--- src/tsc_pkg.sv ---
package tsc_pkg;

    // Bus widths
    localparam int unsigned ADDR_W = 32;
    localparam int unsigned DATA_W = 32;

    // Register byte addresses
    localparam logic [31:0] CTRL_ADDR = 32'h0000_215C;
    localparam logic [31:0] STAT_ADDR = 32'h0000_21FC;

    // Reset values of the registers and idle read data, and writable bits of the control register
    localparam logic [31:0] CTRL_RESET = 32'h0000_0000;
    localparam logic [31:0] CTRL_MASK  = 32'h0000_0B7F;
    localparam logic [31:0] STAT_RESET = 32'h0000_0000;
    localparam logic [31:0] READ_IDLE  = 32'h0000_0000;

    // Control register field positions
    localparam int unsigned BIT_ANALOG_INPUT_PIN_ZERO   = 0;
    localparam int unsigned BIT_ANALOG_INPUT_PIN_ONE   = 1;
    localparam int unsigned BIT_ANALOG_INPUT_PIN_TWO   = 2;
    localparam int unsigned BIT_ANALOG_INPUT_PIN_THREE   = 3;
    localparam int unsigned BIT_SENSE  = 4;
    localparam int unsigned BIT_CAL_DE = 5;
    localparam int unsigned BIT_SPARE  = 6;
    localparam int unsigned BIT_GROUP  = 8;
    localparam int unsigned BIT_DIRECT = 9;
    localparam int unsigned BIT_CAL1   = 11;

    // Number of switches that sit behind the group path
    localparam int unsigned GROUP_N = 6;

    // Status register field positions
    localparam int unsigned STAT_REACH_LSB = 0;
    localparam int unsigned STAT_DIRECT    = 6;
    localparam int unsigned STAT_CAL1      = 7;
    localparam int unsigned STAT_CONF_LIVE = 8;
    localparam int unsigned STAT_CONF_HELD = 9;

    // Exact address match used by every decoder
    function automatic logic addr_hit(input logic [31:0] addr, input logic [31:0] target);
        addr_hit = (addr == target);
    endfunction

endpackage

--- src/tsc_core_if.sv ---
`timescale 1ns/1ns
interface tsc_core_if;

    // Bus request as seen by the decoder
    logic [31:0]                    addr;
    logic                           wr;
    logic                           rd;
    // Decoded selects
    logic                           ctrl_wr;
    logic                           ctrl_rd;
    logic                           stat_wr;
    logic                           stat_rd;
    // Switch state and evaluated paths
    logic [31:0]                    ctrl;
    logic [tsc_pkg::GROUP_N-1:0]    group_reach;
    logic                           direct_reach;
    logic                           conflict;

    modport owner (
        output addr, wr, rd, ctrl,
        input  ctrl_wr, ctrl_rd, stat_wr, stat_rd,
        input  group_reach, direct_reach, conflict
    );
    modport dec (
        input  addr, wr, rd,
        output ctrl_wr, ctrl_rd, stat_wr, stat_rd
    );
    modport eval (
        input  ctrl,
        output group_reach, direct_reach, conflict
    );

endinterface

--- src/tsc_addr_dec.sv ---
`timescale 1ns/1ns
module tsc_addr_dec (
    tsc_core_if.dec bus    // Request in, selects out
);

    // Decode strobes against the two mapped words
    assign bus.ctrl_wr = bus.wr && tsc_pkg::addr_hit(bus.addr, tsc_pkg::CTRL_ADDR);
    assign bus.ctrl_rd = bus.rd && tsc_pkg::addr_hit(bus.addr, tsc_pkg::CTRL_ADDR);
    assign bus.stat_wr = bus.wr && tsc_pkg::addr_hit(bus.addr, tsc_pkg::STAT_ADDR);
    assign bus.stat_rd = bus.rd && tsc_pkg::addr_hit(bus.addr, tsc_pkg::STAT_ADDR);

endmodule

--- src/tsc_path_eval.sv ---
`timescale 1ns/1ns
module tsc_path_eval (
    tsc_core_if.eval sw    // Switch word in, paths out
);

    logic group_closed;

    // Group switches only reach the amplifier through the group path
    assign group_closed = sw.ctrl[tsc_pkg::BIT_GROUP];
    assign sw.group_reach = group_closed ?
        sw.ctrl[tsc_pkg::GROUP_N-1:0] : '0;

    // Drive electrode reaches the amplifier directly when its switch closes
    assign sw.direct_reach = sw.ctrl[tsc_pkg::BIT_DIRECT];

    // Both paths closed together is an illegal setting
    assign sw.conflict = group_closed && sw.ctrl[tsc_pkg::BIT_DIRECT];

endmodule

--- src/tsc_switch_ctrl.sv ---
`timescale 1ns/1ns
// What this block does
// Control register at 0x0000215C, reset to zero so all switches start open.
// Bit 11 closes switch joining calibration pin one to amplifier input.
// Bit 9 closes direct switch from drive electrode to amplifier input.
// With group path open, drive electrode reaches amplifier only via direct switch.
// Software keeps direct switch open whenever group path bit is set.
// Bit 6 closes the spare group switch.
// Bit 5 closes calibration path onto drive electrode input.
// Bit 4 closes sense electrode switch through group path.
// Bit 3 closes analog input three switch through group path.
// Bit 2 closes analog input two switch through group path.
// Bit 1 closes analog input one switch through group path.
// Bit 0 closes analog input zero switch through group path.
// Reserved bits read zero, ignore writes; switch outputs follow stored bits.
module tsc_switch_ctrl (
    input  wire logic        CORE_CLK_IN,                          // 250 MHz clock
    input  wire logic        RST_N_IN,                             // Async reset, low
    input  wire logic [31:0] ADDR_IN,                              // Byte address
    input  wire logic [31:0] WDATA_IN,                             // Write data
    input  wire logic        WR_EN_IN,                             // Write strobe
    input  wire logic        RD_EN_IN,                             // Read strobe
    output logic      [31:0] RDATA_OUT,                            // Read data, next cycle
    output logic             CAL_RESISTOR_ONE_SWITCH_OUT,          // Closed when high
    output logic             DIRECT_DRIVE_ELECTRODE_SWITCH_OUT,    // Closed when high
    output logic             GROUP_PATH_SWITCH_OUT,                // Closed when high
    output logic             SPARE_GROUP_SWITCH_OUT,               // Closed when high
    output logic             CAL_TO_DRIVE_ELECTRODE_SWITCH_OUT,    // Closed when high
    output logic             SENSE_ELECTRODE_SWITCH_OUT,           // Closed when high
    output logic             ANALOG_INPUT_THREE_SWITCH_OUT,        // Closed when high
    output logic             ANALOG_INPUT_TWO_SWITCH_OUT,          // Closed when high
    output logic             ANALOG_INPUT_ONE_SWITCH_OUT,          // Closed when high
    output logic             ANALOG_INPUT_ZERO_SWITCH_OUT,         // Closed when high
    output logic             PATH_CONFLICT_OUT                     // Held illegal setting
);

    tsc_core_if core ();

    logic [31:0] ctrl_reg;
    logic [31:0] ctrl_next;
    logic        conf_held_reg;
    logic        conf_held_next;
    logic [31:0] rdata_reg;
    logic [31:0] rdata_next;
    logic [31:0] stat_word;

    // Bus request handed to the decoder
    assign core.addr = ADDR_IN;
    assign core.wr   = WR_EN_IN;
    assign core.rd   = RD_EN_IN;
    assign core.ctrl = ctrl_reg;

    tsc_addr_dec u_dec (
        .bus (core.dec)
    );

    tsc_path_eval u_eval (
        .sw  (core.eval)
    );

    // Next control word: only implemented bits can be written
    always_comb
    begin
        ctrl_next = ctrl_reg;
        if (core.ctrl_wr)
        begin
            ctrl_next = WDATA_IN & tsc_pkg::CTRL_MASK;
        end
    end

    // Control register storage, cleared at reset so every switch opens
    always_ff @(posedge CORE_CLK_IN or negedge RST_N_IN)
    begin
        if (!RST_N_IN)
        begin
            ctrl_reg <= tsc_pkg::CTRL_RESET;
        end
        else
        begin
            ctrl_reg <= ctrl_next;
        end
    end

    // Held conflict flag: set wins over a write-one clear
    always_comb
    begin
        conf_held_next = conf_held_reg;
        if (core.stat_wr && WDATA_IN[tsc_pkg::STAT_CONF_HELD])
        begin
            conf_held_next = 1'b0;
        end
        if (core.conflict)
        begin
            conf_held_next = 1'b1;
        end
    end

    // Conflict flag storage
    always_ff @(posedge CORE_CLK_IN or negedge RST_N_IN)
    begin
        if (!RST_N_IN)
        begin
            conf_held_reg <= 1'b0;
        end
        else
        begin
            conf_held_reg <= conf_held_next;
        end
    end

    // Status word built from the evaluated paths
    always_comb
    begin
        stat_word = tsc_pkg::STAT_RESET;
        stat_word[tsc_pkg::STAT_REACH_LSB +: tsc_pkg::GROUP_N] = core.group_reach;
        stat_word[tsc_pkg::STAT_DIRECT]    = core.direct_reach;
        stat_word[tsc_pkg::STAT_CAL1]      = ctrl_reg[tsc_pkg::BIT_CAL1];
        stat_word[tsc_pkg::STAT_CONF_LIVE] = core.conflict;
        stat_word[tsc_pkg::STAT_CONF_HELD] = conf_held_reg;
    end

    // Read data selected now and shown for one cycle only
    always_comb
    begin
        rdata_next = tsc_pkg::READ_IDLE;
        if (core.ctrl_rd)
        begin
            rdata_next = ctrl_reg;
        end
        else if (core.stat_rd)
        begin
            rdata_next = stat_word;
        end
    end

    // Read data register; unmapped reads return zero
    always_ff @(posedge CORE_CLK_IN or negedge RST_N_IN)
    begin
        if (!RST_N_IN)
        begin
            rdata_reg <= tsc_pkg::READ_IDLE;
        end
        else
        begin
            rdata_reg <= rdata_next;
        end
    end

    assign RDATA_OUT = rdata_reg;

    // Switch controls driven straight from the stored bits
    assign CAL_RESISTOR_ONE_SWITCH_OUT       = ctrl_reg[tsc_pkg::BIT_CAL1];
    assign DIRECT_DRIVE_ELECTRODE_SWITCH_OUT = ctrl_reg[tsc_pkg::BIT_DIRECT];
    assign GROUP_PATH_SWITCH_OUT             = ctrl_reg[tsc_pkg::BIT_GROUP];
    assign SPARE_GROUP_SWITCH_OUT            = ctrl_reg[tsc_pkg::BIT_SPARE];
    assign CAL_TO_DRIVE_ELECTRODE_SWITCH_OUT = ctrl_reg[tsc_pkg::BIT_CAL_DE];
    assign SENSE_ELECTRODE_SWITCH_OUT        = ctrl_reg[tsc_pkg::BIT_SENSE];
    assign ANALOG_INPUT_THREE_SWITCH_OUT     = ctrl_reg[tsc_pkg::BIT_ANALOG_INPUT_PIN_THREE];
    assign ANALOG_INPUT_TWO_SWITCH_OUT       = ctrl_reg[tsc_pkg::BIT_ANALOG_INPUT_PIN_TWO];
    assign ANALOG_INPUT_ONE_SWITCH_OUT       = ctrl_reg[tsc_pkg::BIT_ANALOG_INPUT_PIN_ONE];
    assign ANALOG_INPUT_ZERO_SWITCH_OUT      = ctrl_reg[tsc_pkg::BIT_ANALOG_INPUT_PIN_ZERO];

    // Held conflict shown on a pin for the system
    assign PATH_CONFLICT_OUT = conf_held_reg;

endmodule

--- config.mk ---
export PLATFORM = sky130hd
export DESIGN_NAME = tsc_switch_ctrl
export DESIGN_NICKNAME = d
export VERILOG_FILES = /design/src/tsc_pkg.sv /design/src/tsc_core_if.sv /design/src/tsc_addr_dec.sv /design/src/tsc_path_eval.sv /design/src/tsc_switch_ctrl.sv
export SDC_FILE = /design/constraint.sdc
export NUM_CORES = 1
export LEC_CHECK = 0
export BUFFER_PORTS_ARGS = -buffer_cell sky130_fd_sc_hd__buf_2
export CAP_MARGIN = 20
export CORE_MARGIN = 2
export CORE_UTILIZATION = 38
export DETAILED_ROUTE_END_ITERATION = 7
export PLACE_DENSITY_LB_ADDON = 0.12
export SLEW_MARGIN = 25
export SYNTH_ARGS = -nofsm -noshare
export SYNTH_HDL_FRONTEND = slang
export SYNTH_SLANG_ARGS = --single-unit
--- constraint.sdc ---
create_clock -name CORE_CLK_IN -period 1.6 [get_ports CORE_CLK_IN]
set_input_delay 0.08 -clock CORE_CLK_IN [delete_from_list [all_inputs] [get_ports CORE_CLK_IN]]
set_output_delay 0.08 -clock CORE_CLK_IN [all_outputs]
set_load 0.02 [all_outputs]
======== After elaboration in Yosys (flattened, before gate mapping) ========
Index checks and enable logic that the tools add are counted.
cells by class
  equal/unequal tests ..................... 2
  reduce and logical (&&, ||, !) cells .... 7
  multiplexer cells ....................... 5
operator list
  kind                  number
  $eq 32x14->1 const B  2
  $mux 32               1
  $mux 10               1
  $logic_and 1x1->1     6
  $mux 6                1
  $mux 1                2
  $reduce_bool 2->1     1
storage, ports and cells
  flip-flop bits (word level) ............. 43
  output and inout port bits .............. 43
  word-level logic and storage cells ...... 17
  input port bits ......................... 68

======== Longest topological paths before layout ========
Gate-level depths: netlist of run 1.
  depth in word-level cells ............... 5
  depth in mapped cells ................... 4
  mapped depth without buffers ............ 4

======== Modules after synthesis ========
Synthesis of run 1 repeated with hierarchy kept, for this count alone.
unflattened totals
  cells, all modules ...................... 100
  area, all modules ....................... 1202.4 um^2
by module, submodules not included
  module           instances  cells an instance  seq. area each (um^2)  area an instance (um^2)
  tsc_switch_ctrl  1          75                 550.5                  1011.0
  tsc_addr_dec     1          17                 0.0                    140.1
  tsc_path_eval    1          8                  0.0                    51.3

======== Least setup slack after synthesis of run 1 ========
Ideal clock, no wire load.
  kind .................................... input-to-reg
  start ................................... in ADDR_IN[17]
  end ..................................... reg ctrl_reg[1], in the netlist core.ctrl[1]
  arrival time ............................ 1.201 ns
  stages .................................. 4
  buffers on the path ..................... 0
  setup time .............................. 0.128 ns
  required time ........................... 1.472 ns
  path slack .............................. 0.271 ns
  path through ............................ nor4_2 and4_1 nand4_4 mux2_1
on the way
  cells in the longest elaborated chain, start to end .. 2
ends and longest elaborated chain
  element               line                   source
  start, declared       tsc_switch_ctrl.sv:19  input wire logic [31:0] ADDR_IN,
  $eq 32x14->1          tsc_pkg.sv:41          addr_hit = (addr == target);
  $logic_and 1x1->1     tsc_addr_dec.sv:7      assign bus.ctrl_wr = bus.wr && tsc_pkg::addr_hit(bus.addr, tsc_pkg::CTRL_ADDR);
  end signal, assigned  tsc_switch_ctrl.sv:76  ctrl_reg <= tsc_pkg::CTRL_RESET;
  end signal, assigned  tsc_switch_ctrl.sv:80  ctrl_reg <= ctrl_next;
  end, declared         tsc_switch_ctrl.sv:39  logic [31:0] ctrl_reg;
No other way between the ends.
A chain may end at the register's enable or synchronous reset.

======== Worst setup path in the final report of run 1 ========
  start ................................... in ADDR_IN[5]
  end ..................................... reg ctrl_reg[3], in the netlist core.ctrl[3]
The elaborated chain is that of the path after synthesis.

==> reports/summary.txt, run 1 <==
status: complete, no violations
Critical Path Max Stage Delay: 0.53 ns
Largest register FFs: 11
Die Height: 57.6 um
Finish-stage setup viols: 0
largest net degree at the start of global routing: 23
Max Freq: 689 MHz
Placer Congestion: 0.774
DP Area: 0.00140 mm2
number of max-cap violations: 0
DRT iter0 DRCs: 9
Tot Pwr: 1.11 mW
max-slew violations: 0
CTS sink count: 22
Final min period: 1.45 ns
Final WS setup: 0.148 ns
reg2reg path depth: 3
Worst Setup Start Kind: input port
RSZ-0062 raised after global routing: no
fin crit share: 90.8%
gr ovfl total: 0
initial antenna violation count: 0
Die Footprint: 0.00332 mm2
synthesized flop and latch total: 22
I/O pin count: 111
CTS H-Tree Depth: 1
Synth Cell Area: 0.00109 mm2
final instance area: 0.00154 mm2
effective utilization at floorplan: 39.9%
average size of a mapped cell: 12.1 um2
area delta synth->final: 41.4%
vias in the first global route: 856
P per Cell Area: 722 mW/mm2
fillers: 246
Die Wd: 57.6 um
Peak VDD IR: 640 uV
clk buf depth: 2
post-synthesis sequential area ratio: 50.5%
Combinational Power Share: 13.1%
internal power: 0.871 mW
global-route wire length before repair: 3720 um
layout cells sized above 1: 49.1%
CORE AREA: 0.00273 mm2
most frequent cells in the layout: buf_2, dfrtp_1, conb_1
post-DP HPWL: 1850 um
Finished Layout Cells: 202
Via density: 4.48
residual DRC count: 0
Sw Pwr: 0.242 mW
later-pin clock latency in the skew report: 0.30 ns
Yosys warnings: 0
CP max stage cell: dlygate4sd3_1
CTS root buffer: clkbuf_4
drt total wl: 2350 um
postcts setup bufs: 0
worst hold path type: in2reg
WP data arrival: 1.65 ns
via count: 905
GRT Resource Usage Total: 14.3%
final hold violations: 0
Layout Utilization: 56.4%
TNS Setup: 0 ns
hold path cells: 2
antenna diode count: 0
IO buf count: 67
Setup CP Type: in2reg
DRT Pass-1 Iters: 4
total CTS buffers: 3
worst hold margin: 0.00999 ns
leakage power: 0.886 nW
endpoint class of the critical path: flop
Setup Skew: 0.00957 ns
dpl cells: 189
flip-flop and latch area: 551 um2
distinct cell type count after synthesis: 21
routed wire length per instance: 11.6 um
Post-Syn Instances: 90
CTS tree: done
register share of total power: 49.9%
multi-input logic area: 457 um2
Clock Pin Slew Worst Setup and Hold Paths: 0.12 ns
Worst Path Required: 1.80 ns
CP max FO: 10
most common cell after layout, fill and taps aside: buf_2
# nets final: 240
clock share of power: 36.9%
antenna violation net count after detailed routing: 0
Post-Place Setup Slack: -0.00287 ns
Net Sw Frac: 21.8%
floorplan row count: 19
crit-path cells: dlygate4sd3_1 -> buf_2 -> nor2_2 -> nand4_4 -> mux2_1
power by group through the flow:
stage	clock network, mW	registers, mW	logic [mW]
global placement	0	0.567	0.126
CTS	0.426	0.556	0.145
finish	0.411	0.556	0.146
detailed placement	0	0.567	0.128
global route	0.446	0.556	0.160
floorplan	0	0.567	0.0956
Yosys cell counts:
cell | n | area (um2)
a21oi_1 | 2 | 10.0
a22o_1 | 1 | 8.76
a22oi_1 | 2 | 15.0
and2_1 | 8 | 50.1
and3_1 | 2 | 12.5
and4_1 | 2 | 17.5
and4bb_1 | 1 | 12.5
buf_4 | 21 | 158
conb_1 | 1 | 3.75
dfrtp_1 | 22 | 551
inv_1 | 1 | 3.75
mux2_1 | 3 | 33.8
mux2_2 | 7 | 78.8
nand2_1 | 1 | 3.75
nand4_1 | 2 | 12.5
nand4_4 | 1 | 21.3
nor2_1 | 3 | 11.3
nor3b_1 | 2 | 15.0
nor4_1 | 2 | 12.5
nor4_2 | 2 | 25.0
nor4b_1 | 4 | 35.0
repair_timing:
action,CTS,global route
hold endpoints to repair,29,0
hold buffers,9,0
gates resized for setup,0,1
endpoints found under the setup margin,0,10
critical path, delay by kind of cell:
family / cells / cell delay [ns]
multiplexers: 1 / 0.37
AND/OR/NAND/NOR: 2 / 0.52
buffers and inverters: 2 / 0.67
routing by layer:
layer / GRT usage (%) / vias to the layer above / wire length [um]
met2: 26.0 / 53 / 1190
met5: 0 / - / 0
met4: 5.98 / 0 / 23
met3: 1.59 / 2 / 212
met1: 16.9 / 407 / 920
li1: - / 443 / -
path summary, 6_finish.rpt:
path / from / slack (ns) / endpoint
worst max register to register: core.ctrl[8] / 0.49 / RDATA_OUT[3]
max in group asynchronous: RST_N_IN / 1.03 / core.ctrl[8]
worst min-delay path: WDATA_IN[4] / 0.01 / core.ctrl[4]
worst min register to register: core.ctrl[0] / 0.51 / RDATA_OUT[0]
worst max-delay path: ADDR_IN[5] / 0.15 / core.ctrl[3]
min in group asynchronous: RST_N_IN / 0.26 / core.ctrl[5]
final cells by class:
class	count	area share, %
tap	31	2.51
multi-input combinational	66	29.6
sequential	22	35.7
clock buffer	3	1.46
timing repair buffer	78	28.5
clock inverter	1	1.95
inverter	1	0.243
cells by family (layout without fill, tap and decap cells):
kind of cell,count (synthesis),in the layout,synth area share [%]
AOI/OAI and AO/OA,5,5,3.10
buffers and inverters,22,83,14.8
DFF,22,22,50.5
muxes,10,10,10.3
other,1,21,0.344
and+or+nand+nor,30,30,21.0
(Power assumes the default switching activity.)
==> inputs of run 2 (changes only) <==
SETUP_SLACK_MARGIN = 0.3   (was unset)
==> reports/summary.txt, run 2 (synthesized netlist as in run 1, its figures left out) <==
status: complete, no violations
Slew headroom: 64.7%
Worst Setup Start Kind: input port
max-slew violations: 0
fin crit share: 73.6%
DP Area: 0.00141 mm2
register share of total power: 49.4%
gr ovfl total: 0
DRT Pass-1 Iters: 4
effective utilization at floorplan: 39.9%
clk buf depth: 2
clock share of power: 37.1%
largest net degree at the start of global routing: 23
number of max-cap violations: 0
hold endpoint: core.ctrl[9]
WP data arrival: 1.38 ns
fillers: 237
vias in the first global route: 932
final hold violations: 0
RSZ-0062 raised after global routing: yes
Placer Congestion: 0.817
Max Freq: 849 MHz
internal power: 0.876 mW
antenna diode count: 0
GRT Resource Usage Total: 15.8%
Critical Path Max Stage Delay: 0.34 ns
Combinational Power Share: 13.5%
residual DRC count: 0
I/O pin count: 111
Largest register FFs: 11
post-DP HPWL: 1910 um
Die Wd: 57.6 um
floorplan row count: 19
reg2reg path depth: 3
most frequent cells in the layout: buf_2, dfrtp_1, conb_1
Tightest Pin Transition: 0.527 ns
Clock Pin Slew Worst Setup and Hold Paths: 0.11 ns
TNS Setup: 0 ns
R2R Setup Slk: 0.47 ns
dpl cells: 190
Sw Pwr: 0.250 mW
drt total wl: 2570 um
initial antenna violation count: 0
routed wire length per instance: 12.4 um
via count: 946
Crit. path cell count: 5
endpoint class of the critical path: flop
CORE AREA: 0.00273 mm2
Buf/Inv on CP: 1
leakage power: 0.915 nW
multi-input logic area: 469 um2
Worst Path Required: 1.80 ns
crit-path cells: buf_2 -> nor4_2 -> and4_2 -> nand4_2 -> mux2_2
Setup Skew: 0.00503 ns
hold path cells: 2
flip-flop and latch area: 551 um2
Via density: 4.57
Net Sw Frac: 22.2%
DRT iter0 DRCs: 11
top cell family by delay on the critical path: simple AND/OR/NAND/NOR gates
Finished Layout Cells: 207
CP max stage cell: and4_2
most common cell after layout, fill and taps aside: buf_2
global-route wire length before repair: 4020 um
# nets final: 245
IO buf count: 67
Reg-to-Reg Start: core.ctrl[8]
Setup CP Type: in2reg
Finish-stage setup viols: 0
CTS sink count: 22
Final min period: 1.18 ns
hold_sp: WDATA_IN[9]
FF-to-FF End: RDATA_OUT[2]
layout cells sized above 1: 49.4%
final instance area: 0.00159 mm2
later-pin clock latency in the skew report: 0.31 ns
worst hold path type: in2reg
worst hold margin: 0.0183 ns
Die Height: 57.6 um
CTS H-Tree Depth: 1
CP max FO: 5
total CTS buffers: 3
Die Footprint: 0.00332 mm2
CTS root buffer: clkbuf_4
Peak VDD IR: 1170 uV
CTS tree: done
P per Cell Area: 707 mW/mm2
antenna violation net count after detailed routing: 0
area delta synth->final: 46.0%
## run 2: what timing repair did
item,CTS,global route
endpoints found under the hold margin,31,1
hold buffers,11,1
setup endpoints to repair,0,4
resized for setup,0,2
setup buffers,0,0
## run 2: worst max path at each step
stage,start,to
global placement,ADDR_IN[9],core.ctrl[3]
detailed placement,ADDR_IN[9],core.ctrl[5]
global route,ADDR_IN[30],RDATA_OUT[8]
floorplan,ADDR_IN[17],core.ctrl[1]
CTS,ADDR_IN[17],core.ctrl[3]
finish,ADDR_IN[17],core.ctrl[11]
## run 2: stage by stage
step | power (mW) | setup WS (ns) | utilization (%)
2_1_floorplan | 0.662 | 0.301 | -
3_3_place_gp | 0.691 | 0.0301 | 51.4
3_5_place_dp | 0.694 | 0.0453 | 51.4
4_1_cts | 1.14 | 0.380 | 57.3
5_1_grt | 1.17 | 0.285 | 58.3
6_report | 1.13 | 0.423 | 58.3
## run 2: final cells by class
class	instances	area share, %
inverters	1	0.236
clock inverters	1	1.89
multi-input cells	67	29.5
repair buffers	82	30.0
well taps	31	2.44
clock buffers	3	1.41
flip-flops and latches	22	34.6
## run 2: routing by layer
metal / global-route usage, % / part of all wire (%) / vias up
met5: 0 / 0 / -
met4: 3.99 / 1.6 / 0
met3: 4.99 / 7.6 / 4
met2: 28.4 / 51 / 46
met1: 17.9 / 39 / 441
li1: - / - / 455
## run 2: power groups by stage
stage | clock network (mW) | registers (mW) | logic [mW]
global route | 0.450 | 0.556 | 0.166
finish | 0.418 | 0.556 | 0.152
global placement | 0 | 0.567 | 0.125
floorplan | 0 | 0.567 | 0.0954
CTS | 0.433 | 0.556 | 0.148
detailed placement | 0 | 0.567 | 0.127
